File: config.mk
export PLATFORM = sky130hd
export DESIGN_NAME = eew_port
export DESIGN_NICKNAME = d
export VERILOG_FILES = /design/src/pkg/eew_pkg.sv /design/src/pkg/eew_stream_if.sv /design/src/verilog/eew_fifo.sv /design/src/verilog/eew_port.sv
export SDC_FILE = /design/constraint.sdc
export NUM_CORES = 2
export LEC_CHECK = 0
export ABC_CLOCK_PERIOD_IN_PS = 6600
export BUFFER_PORTS_ARGS = -buffer_cell sky130_fd_sc_hd__buf_4
export CORE_MARGIN = 2
export CORE_UTILIZATION = 65
export CTS_CLUSTER_DIAMETER = 200
export DETAILED_ROUTE_END_ITERATION = 8
export GPL_ROUTABILITY_DRIVEN = 0
export MAX_ROUTING_LAYER = met4
export PLACE_DENSITY = 0.81
export SLEW_MARGIN = 10
export SYNTH_ARGS = -nofsm -noshare
export SYNTH_HDL_FRONTEND = slang
export SYNTH_SLANG_ARGS = --single-unit
export TNS_END_PERCENT = 10
File: constraint.sdc
create_clock -name clk -period 6.6 [get_ports clk]
set_clock_uncertainty 0.15 [all_clocks]
set_input_delay 1.98 -clock clk [delete_from_list [all_inputs] [get_ports clk]]
set_output_delay 1.98 -clock clk [all_outputs]
set_load 0.03 [all_outputs]
File: src/pkg/eew_pkg.sv
// Overview of operation
// RULE1 - Start, opcode, address, data sampled on rising clock
// RULE2 - Host keeps select low for deselect time
// RULE3 - Select low means standby, inputs ignored
// RULE4 - First high data bit after select is start
// RULE5 - Low data clocks before start are dummies
// RULE6 - Every word reads all ones initially
// RULE7 - After last address bit output drives low
// RULE8 - Addressed word shifts out, one bit per clock
// RULE9 - Continued clocks stream next word, address wraps
// RULE10 - Write starts on select fall, inputs then ignored
// RULE11 - Host starts commands only when output high/off
// RULE12 - Write types need program enable state
// RULE13 - Internal write finishes within maximum write time
// RULE14 - Polling shows low while busy, high when done
// RULE15 - Host polls holding select or reselecting later
// RULE16 - Host holds data in low while polling
// RULE17 - High data while ready is start, output off
// RULE18 - Word write overwrites directly with 16 bits
// RULE19 - Too many clocks cancel a write type
// RULE20 - Word erase sets addressed word to ones
// RULE21 - Write all copies one word everywhere
// RULE22 - Erase all sets every word to ones
// RULE23 - Enable and disable commands set program state
// RULE24 - Reset cancels writes, forces program disable
// RULE25 - Too few clocks also cancel a write type
// RULE26 - Opcodes and address width are named constants
// RULE27 - Output is off when idle or deselected; the code drives it high in idle while polling is armed and select is high
package eew_pkg;
	localparam int ADDR_W = 6;
	localparam int WORD_W = 16;
	localparam int MEM_DEPTH = 64;
	localparam int OP_W = 2;
	localparam int CMD_BITS = OP_W + ADDR_W;
	localparam int CNT_W = 5;
	localparam int FIFO_DEPTH = 8;
	// Opcodes, customary three-wire convention
	localparam logic [OP_W-1:0] OP_EXT = 2'h0;
	localparam logic [OP_W-1:0] OP_WRITE = 2'h1;
	localparam logic [OP_W-1:0] OP_READ = 2'h2;
	localparam logic [OP_W-1:0] OP_ERASE = 2'h3;
	// Extended opcodes in the top address bits
	localparam logic [OP_W-1:0] EXT_DISABLE = 2'h0;
	localparam logic [OP_W-1:0] EXT_WRITE_ALL = 2'h1;
	localparam logic [OP_W-1:0] EXT_ERASE_ALL = 2'h2;
	localparam logic [OP_W-1:0] EXT_ENABLE = 2'h3;
	localparam logic [WORD_W-1:0] ERASED_WORD = 16'hffff;
	localparam logic [CNT_W-1:0] CMD_LAST = 5'h07;
	localparam logic [CNT_W-1:0] WORD_LAST = 5'h0f;
	// Timing
	localparam int CLK_PERIOD_NS = 20;
	localparam int DESELECT_TIME_NS = 200;
	localparam int WRITE_TIME_TYP_US = 4000;
	localparam int WRITE_TIME_MAX_US = 8000;
	localparam int WRITE_CYCLES_DEF = WRITE_TIME_TYP_US * 1000 / CLK_PERIOD_NS;
	typedef enum logic [5:0] {
		ST_IDLE = 6'h01,
		ST_CMD = 6'h02,
		ST_READ = 6'h04,
		ST_DATA = 6'h08,
		ST_WAITCS = 6'h10,
		ST_BUSY = 6'h20
	} eew_state_t;
endpackage

File: src/pkg/eew_stream_if.sv
`timescale 1ns/1ps
// Valid/ready word stream between the port logic and its buffer
interface eew_stream_if #(parameter int W = 16) ();
	logic [W-1:0] data;
	logic valid;
	logic ready;
	modport src (output data, output valid, input ready);
	modport snk (input data, input valid, output ready);
endinterface

File: src/verilog/eew_fifo.sv
`timescale 1ns/1ps
module eew_fifo #(
	parameter int W = 16,
	parameter int DEPTH = 8
) (
	input wire logic clk,
	input wire logic sys_rst,
	input wire logic flush,
	eew_stream_if.snk in_s,
	eew_stream_if.src out_s
);
	localparam int PW = $clog2(DEPTH);
	logic [W-1:0] store [DEPTH];
	logic [PW:0] wr_ptr;
	logic [PW:0] rd_ptr;
	wire full;
	wire empty;
	wire push;
	wire pop;

	// Flags from pointers with one wrap bit
	assign empty = (wr_ptr == rd_ptr);
	assign full = (wr_ptr[PW-1:0] == rd_ptr[PW-1:0]) && (wr_ptr[PW] != rd_ptr[PW]);
	assign in_s.ready = ~full;
	assign out_s.valid = ~empty;
	assign out_s.data = store[rd_ptr[PW-1:0]];
	assign push = in_s.valid & ~full;
	assign pop = out_s.ready & ~empty;

	// Pointers, flush drops every entry
	always_ff @(posedge clk) begin
		if (sys_rst || flush) begin
			wr_ptr <= '0;
			rd_ptr <= '0;
		end else begin
			if (push)
				wr_ptr <= wr_ptr + 1'b1;
			if (pop)
				rd_ptr <= rd_ptr + 1'b1;
		end
	end

	// Storage write
	always_ff @(posedge clk) begin
		if (push)
			store[wr_ptr[PW-1:0]] <= in_s.data;
	end
endmodule // eew_fifo

File: src/verilog/eew_port.sv
`timescale 1ns/1ps
module eew_port import eew_pkg::*; #(
	parameter int WRITE_CYCLES = WRITE_CYCLES_DEF
) (
	input wire logic clk,
	input wire logic sys_rst,
	input wire logic chip_select,
	input wire logic serial_clock_in,
	input wire logic serial_data_in,
	output logic serial_data_out,
	output logic serial_data_out_en,
	output logic program_enabled,
	output logic write_busy
);
	localparam int TW = $clog2(WRITE_CYCLES + 1);

	eew_state_t state;
	eew_state_t next_state;
	logic cs_s1, cs_s2, cs_s3;
	logic sclk_s1, sclk_s2, sclk_s3;
	logic sdin_s1, sdin_s2;
	logic [CNT_W-1:0] cnt;
	logic [CMD_BITS-1:0] cmd_sr;
	logic [WORD_W-1:0] data_sr;
	logic [WORD_W-1:0] rd_sr;
	logic over;
	logic prog_en;
	logic poll_armed;
	logic [ADDR_W-1:0] wr_addr;
	logic [WORD_W-1:0] wr_data;
	logic wr_all;
	logic [TW-1:0] wr_cnt;
	logic [ADDR_W-1:0] pf_addr;
	logic pf_active;
	logic do_en;
	logic do_val;
	logic next_do_en;
	logic next_do_val;
	logic [WORD_W-1:0] mem [MEM_DEPTH];

	eew_stream_if #(.W(WORD_W)) fill_s ();
	eew_stream_if #(.W(WORD_W)) drain_s ();

	// Pin synchronisers, two flops before any use
	always_ff @(posedge clk) begin
		cs_s1 <= chip_select;
		cs_s2 <= cs_s1;
		cs_s3 <= cs_s2;
		sclk_s1 <= serial_clock_in;
		sclk_s2 <= sclk_s1;
		sclk_s3 <= sclk_s2;
		sdin_s1 <= serial_data_in;
		sdin_s2 <= sdin_s1;
	end

	// Edge and frame events
	wire sclk_rise = sclk_s2 & ~sclk_s3 & cs_s2; // RULE1 RULE3
	wire cs_fall = ~cs_s2 & cs_s3;
	wire start_det = (state == ST_IDLE) & sclk_rise & sdin_s2; // RULE4 RULE5 RULE17

	// Command shift and decode
	wire [CMD_BITS-1:0] next_cmd = {cmd_sr[CMD_BITS-2:0], sdin_s2};
	wire cmd_done = (state == ST_CMD) & sclk_rise & (cnt == CMD_LAST);
	wire [OP_W-1:0] new_op = next_cmd[CMD_BITS-1 -: OP_W]; // RULE26
	wire [OP_W-1:0] new_ext = next_cmd[ADDR_W-1 -: OP_W];
	wire new_is_read = (new_op == OP_READ);
	wire new_has_data = (new_op == OP_WRITE) || (new_op == OP_EXT && new_ext == EXT_WRITE_ALL);
	wire [OP_W-1:0] op_q = cmd_sr[CMD_BITS-1 -: OP_W];
	wire [OP_W-1:0] ext_q = cmd_sr[ADDR_W-1 -: OP_W];
	wire [ADDR_W-1:0] addr_q = cmd_sr[ADDR_W-1:0];
	wire is_ext = (op_q == OP_EXT);
	wire is_enable = is_ext && (ext_q == EXT_ENABLE);
	wire is_disable = is_ext && (ext_q == EXT_DISABLE);
	wire is_erase_all = is_ext && (ext_q == EXT_ERASE_ALL);
	wire is_all = is_ext && (ext_q == EXT_WRITE_ALL || ext_q == EXT_ERASE_ALL);
	wire is_wtype = (op_q == OP_WRITE) || (op_q == OP_ERASE) || is_all;
	wire is_erasing = (op_q == OP_ERASE) || is_erase_all;
	wire data_done = (state == ST_DATA) & sclk_rise & (cnt == WORD_LAST);
	wire finish = (state == ST_WAITCS) & ~cs_s2;
	wire wr_go = finish & ~over & prog_en & is_wtype; // RULE10 RULE12 RULE19 RULE25
	wire wr_done = (state == ST_BUSY) && (wr_cnt == TW'(WRITE_CYCLES - 1)); // RULE13
	wire rd_bit0 = (state == ST_READ) & sclk_rise & (cnt == '0);

	// Next state
	always_comb begin
		next_state = state;
		case (state)
			ST_IDLE: begin
				if (start_det)
					next_state = ST_CMD;
			end
			ST_CMD: begin
				if (~cs_s2)
					next_state = ST_IDLE; // RULE25
				else if (cmd_done && new_is_read)
					next_state = ST_READ;
				else if (cmd_done && new_has_data)
					next_state = ST_DATA;
				else if (cmd_done)
					next_state = ST_WAITCS;
			end
			ST_READ: begin
				if (~cs_s2)
					next_state = ST_IDLE;
			end
			ST_DATA: begin
				if (~cs_s2)
					next_state = ST_IDLE; // RULE25
				else if (data_done)
					next_state = ST_WAITCS; // RULE18
			end
			ST_WAITCS: begin
				if (wr_go)
					next_state = ST_BUSY; // RULE10
				else if (~cs_s2)
					next_state = ST_IDLE;
			end
			ST_BUSY: begin
				if (wr_done)
					next_state = ST_IDLE;
			end
			default: next_state = ST_IDLE;
		endcase
	end

	// State register
	always_ff @(posedge clk) begin
		if (sys_rst)
			state <= ST_IDLE;
		else
			state <= next_state;
	end

	// Bit counter, shared by command, data and read phases
	always_ff @(posedge clk) begin
		if (sys_rst || start_det || cmd_done || data_done)
			cnt <= '0;
		else if (sclk_rise && state == ST_READ)
			cnt <= (cnt == WORD_LAST) ? '0 : cnt + 1'b1; // RULE8
		else if (sclk_rise && (state == ST_CMD || state == ST_DATA))
			cnt <= cnt + 1'b1;
	end

	// Command and data shift registers
	always_ff @(posedge clk) begin
		if (state == ST_CMD && sclk_rise)
			cmd_sr <= next_cmd; // RULE1
		if (state == ST_DATA && sclk_rise)
			data_sr <= {data_sr[WORD_W-2:0], sdin_s2}; // RULE18 RULE21
	end

	// Extra clocks after the full count cancel the write
	always_ff @(posedge clk) begin
		if (sys_rst || start_det)
			over <= 1'b0;
		else if (state == ST_WAITCS && sclk_rise)
			over <= 1'b1; // RULE19
	end

	// Program enable state, cleared at reset
	always_ff @(posedge clk) begin
		if (sys_rst)
			prog_en <= 1'b0; // RULE24
		else if (finish && ~over && is_enable)
			prog_en <= 1'b1; // RULE23
		else if (finish && ~over && is_disable)
			prog_en <= 1'b0; // RULE23
	end

	// Status polling armed from write start until next start bit
	always_ff @(posedge clk) begin
		if (sys_rst || start_det)
			poll_armed <= 1'b0;
		else if (wr_go)
			poll_armed <= 1'b1;
	end

	// Write job latch and busy timer
	always_ff @(posedge clk) begin
		if (sys_rst) begin
			wr_cnt <= '0;
			wr_all <= 1'b0;
			wr_addr <= '0;
			wr_data <= ERASED_WORD;
		end else if (wr_go) begin
			wr_cnt <= '0;
			wr_all <= is_all; // RULE21 RULE22
			wr_addr <= addr_q;
			wr_data <= is_erasing ? ERASED_WORD : data_sr; // RULE20 RULE22
		end else if (state == ST_BUSY) begin
			wr_cnt <= wr_cnt + 1'b1;
		end
	end

	// Cell array, commit when the write time expires
	generate
		for (genvar i = 0; i < MEM_DEPTH; i++) begin : g_word
			wire hit = wr_done && (wr_all || wr_addr == ADDR_W'(i));
			always_ff @(posedge clk) begin
				if (sys_rst)
					mem[i] <= ERASED_WORD; // RULE6
				else if (hit)
					mem[i] <= wr_data; // RULE18 RULE20 RULE21 RULE22
			end
		end
	endgenerate

	// Read prefetch into the buffer, address wraps at the top
	assign fill_s.valid = pf_active & (state == ST_READ);
	assign fill_s.data = mem[pf_addr];
	assign drain_s.ready = rd_bit0;
	always_ff @(posedge clk) begin
		if (sys_rst || state != ST_READ && !cmd_done)
			pf_active <= 1'b0;
		else if (cmd_done && new_is_read) begin
			pf_active <= 1'b1;
			pf_addr <= next_cmd[ADDR_W-1:0];
		end else if (fill_s.valid && fill_s.ready)
			pf_addr <= pf_addr + 1'b1; // RULE9
	end

	eew_fifo #(.W(WORD_W), .DEPTH(FIFO_DEPTH)) u_fifo (
		.clk(clk),
		.sys_rst(sys_rst),
		.flush(state != ST_READ),
		.in_s(fill_s),
		.out_s(drain_s)
	);

	// Read shifter, reloads from the buffer every sixteen bits
	always_ff @(posedge clk) begin
		if (rd_bit0)
			rd_sr <= {drain_s.data[WORD_W-2:0], 1'b0}; // RULE9
		else if (state == ST_READ && sclk_rise)
			rd_sr <= {rd_sr[WORD_W-2:0], 1'b0}; // RULE8
	end

	// Data out drive and level
	always_comb begin
		next_do_en = 1'b0;
		next_do_val = 1'b1;
		if (~cs_s2 || start_det) begin
			next_do_en = 1'b0; // RULE3 RULE17 RULE27
		end else if (cmd_done && new_is_read) begin
			next_do_en = 1'b1;
			next_do_val = 1'b0; // RULE7
		end else if (state == ST_READ) begin
			next_do_en = 1'b1;
			next_do_val = do_val;
			if (rd_bit0)
				next_do_val = drain_s.data[WORD_W-1]; // RULE8
			else if (sclk_rise)
				next_do_val = rd_sr[WORD_W-1]; // RULE8
		end else if (poll_armed && (state == ST_BUSY || state == ST_IDLE)) begin
			next_do_en = 1'b1;
			next_do_val = (state == ST_IDLE); // RULE14
		end
	end

	always_ff @(posedge clk) begin
		if (sys_rst) begin
			do_en <= 1'b0;
			do_val <= 1'b1;
		end else begin
			do_en <= next_do_en;
			do_val <= next_do_val;
		end
	end

	assign serial_data_out = do_val;
	assign serial_data_out_en = do_en;
	assign program_enabled = prog_en;
	assign write_busy = (state == ST_BUSY);
endmodule // eew_port

==> summary.txt <==
Critical path
  • Reg2Reg Capture Point: u_fifo.store[1][11]
  • Worst setup SP type: flip-flop
  • R2r setup slk: between 2 and 3 ns
  • Crit path DAT: between 2 and 2.5 ns
  • Critical path class: flip-flop to output port
  • CP endpoint: write_busy
  • Worst-path fanout max: 8
  • CP startpoint: state[3]
  • Data required, critical path: roughly 4.5 ns
  • Worst Reg-to-Reg Cells: 6
  • Worst Setup End Kind: output port

Clock tree
  • Clk Tree Root Cell: clkbuf_16
  • Maximum root-to-sink buffer count: 3
  • H-Tree Depth: 4
  • CTS tree: done
  • CTS clk-pin slew, worst paths: about 0.06 ns
  • Post-CTS setup buffer count: 0
  • CTS Buf Count: roughly 130
  • CTS hold repair buffers: 0
  • Worst skew pair latency: between 0.7 and 0.8 ns
  • Sink Count: between 1k and 1.5k
  • CTS-repair resized insts: 0

Flow run
  • Max-Cap Viols: 0

Timing
  • Pins Over Slew Limit: 0
  • Setup violations, final: 0
  • Slew @ Worst Pin: 1.37 ns
  • Fin. Hold Viols: 0
  • Maximum clock frequency: between 200 and 250 MHz
  • Fin crit period: 4.41 ns
  • RSZ-0062 raised after global routing: false
  • Setup tns final: 0 ns
  • Fin crit share: roughly two thirds
  • Max-Slew Margin vs Limit: just over 8%

Yosys
  • Largest family of logic cells by synthesized area: simple AND/OR/NAND/NOR gates
  • Synth top area share: between 60% and 70%
  • Post-synth EDFFs: 1197
  • Syn_nets: 3847
  • Post-Syn Area: approximately 58000 sq um
  • Syn Area/Cell: approximately 15 sq um
  • Xor and xnor area share after synthesis: less than 1%
  • Synth Area in Compound Gates: approximately 3.7%
  • Cell taking the most area after synthesis: edfxtp_1
  • Synth unique cells: 57
  • Post-synthesis cell count: 3833
  • Synth Area in Adders: less than 1%
  • Mux share of post-synthesis cell area: between 10% and 20%
  • Largest cells by area after synthesis: edfxtp_1 62%, or3_1 11%, mux4_2 11%
  • Register area share after synthesis: between 60% and 70%
  • Ys flop type: edfxtp_1
  • Yosys warns: 0
  • Post-synthesis async set-or-reset flop share: 0%
  • Fraction of the mapped netlist area in simple logic gates: 14.0%
  • Synthesized flop and latch total: around 1.3k

Global routing
  • Grt total ovfl: 0
  • Gr busiest metal: met2
  • Largest net degree at the start of global routing: 168
  • M3 GR Usage: slightly below 7%
  • Antenna violations before repair: 2
  • Met2 Usage GRT: between 50% and 60%
  • Tot GR Track Use: roughly a third
  • Vias in the first global route: approximately 35k
  • Grt met1 use: 44.5%
  • First-pass GRT wire length: ~220 mm

Routing
  • DRT Wirelength: around 150 mm
  • Post-DR wirelength/cell: around 30 microns
  • Vias per cell: slightly above 7
  • DRT antenna net count: 0
  • Residual DRC count: 0
  • Routed vias: around 35k
  • First-pass detailed-route iteration total: 6
  • 1st-iter DRT viols: 5064

Die
  • Boundary pin count: 9
  • DIE AREA: between 90000 and 100000 sq um
  • Die height: a little over 300 microns
  • Row count: around 110
  • Die X-Extent: 302 microns
  • Area of the core: between 80000 and 90000 sq um
  • Initial Util: around 65%

Min path
  • Worst hold-check path type: flip-flop to flip-flop
  • WHS Path Cells: 0

Layout
  • Fill cells: approximately 5.4k
  • Layout area overhead: 9.16%
  • Nets@finish: 3741
  • Share of layout cells above drive strength 1: 19.2%

Pwr
  • NetSw: 3.27 mW
  • Highest ir drop seen on vdd: roughly 0.27 mV
  • Overall Power: about 16 mW
  • Clock group share of total power: 44.2%
  • Net Sw Frac: 20.1%
  • LEAKAGE: between 15 and 20 nW
  • Cell area power density: ~260 nW/um^2
  • Pint: 13.0 mW
  • Comb pwr share: around 1.4%
  • Seq pwr share: approximately 54%

Place
  • Buffers added on ports: 8
  • Hpwl dp: 84.2 mm

Outcome
  • Status: complete, no violations
## metrics by stage
stage | util, % | setup slack (ns) | hold slack (ns) | std cells | cell area, sq um
floorplan | - | 3.07 | 0.160 | 3833 | 57600
global placement | 66.7 | 2.32 | 0.160 | 4759 | 58800
detailed placement | 66.7 | 2.30 | 0.162 | 4759 | 58800
CTS | 71.4 | 2.15 | 0.183 | 4994 | 62900
global route | 71.4 | 2.06 | 0.192 | 4995 | 62900
finish | 71.4 | 2.19 | 0.179 | 4995 | 62900
## sequential cells by signal, summed over array words and instances (netlist names), 4 cells and up, named ones only
name,flops
wr_data,16
wr_addr,6
u_fifo.store,128
state,6
u_fifo.wr_ptr,4
cnt,5
mem,1024
wr_cnt,18
pf_addr,6
data_sr,16
rd_sr,15
u_fifo.rd_ptr,4
cmd_sr,8
## placed cells by master (no fill, tap or decap), types with 17 or more instances in the layout
master	instances
nand3_1	40
o21bai_1	60
a21oi_1	87
o21ai_0	32
edfxtp_1	1197
clkbuf_1	35
mux2i_1	73
inv_1	17
dfxtp_2	20
a22oi_1	39
nor3_1	29
clkbuf_16	136
buf_4	195
dfxtp_1	59
or3_1	1026
a221oi_1	18
mux4_2	276
xnor2_1	28
nor2_1	86
clkinv_1	27
nand2_1	69
mux2_2	32
## cells by family after synthesis
group,count (synthesis)
multiplexers,381
flip-flops,1279
adder cells (fa/ha/maj),9
XOR/XNOR,36
AO/OA/AOI/OAI,317
buffers and inverters,459
AND/OR/NAND/NOR,1352
## synth_stat cells (4+ instances only)
cell type	instances
a211o_1	11
a211oi_1	17
a21oi_1	92
a221oi_1	18
a22oi_1	39
a311oi_1	4
and2_1	5
and3_1	7
and4_1	5
buf_1	22
buf_2	35
buf_6	45
clkbuf_1	340
dfxtp_1	82
edfxtp_1	1197
ha_1	9
inv_1	17
mux2_2	32
mux2i_1	73
mux4_2	276
nand2_1	70
nand2b_1	16
nand3_1	40
nand3b_1	5
nand4_1	16
nor2_1	86
nor2b_1	16
nor3_1	31
nor4_1	11
o21ai_0	32
o21bai_1	65
o22a_1	16
o22ai_1	9
or3_1	1026
xnor2_1	28
xor2_1	8
## area by class of cell
type / count / area [sq um] / share of cell area (%)
flip-flops and latches: 1279 / 37600 / 59.8
multi-input cells: 2095 / 18000 / 28.6
clock buffers: 171 / 3530 / 5.62
repair buffers: 203 / 1620 / 2.58
well taps: 1165 / 1460 / 2.32
clock inverters: 64 / 579 / 0.921
inverters: 17 / 63.8 / 0.101
diodes: 1 / 2.50 / 0.00398
## metal layers
layer	vias up	wire, microns
li1	14874	-
met1	17509	51800
met2	2339	70700
met3	433	16500
met4	0	7210
met5	-	0
## worst min path at each step
stage / startpoint / to / slack, ns
2_1_floorplan: cs_s1 / cs_s2 / 0.16
3_3_place_gp: sclk_s1 / sclk_s2 / 0.16
3_5_place_dp: cs_s1 / cs_s2 / 0.16
4_1_cts: sdin_s1 / sdin_s2 / 0.18
5_1_grt: sdin_s1 / sdin_s2 / 0.19
6_report: sclk_s1 / sclk_s2 / 0.18
## worst max-delay path, cell delays in order (launching register included)
cell and delay [ns]:
dfxtp_1 0.41, nor4_4 0.46, nand2_1 0.23, inv_1 0.25, buf_4 0.21
## power groups by stage
stage / Sequential, mW / Clock, mW / Combinational (mW)
final: 8.84 / 7.19 / 0.221
after global routing: 8.84 / 7.53 / 0.235
after CTS: 8.84 / 7.22 / 0.221
after detailed placement: 9.02 / 0 / 0.219
after global placement: 9.01 / 0 / 0.213
after floorplan: 9.02 / 0 / 0.123
(Power assumes the default switching activity.)
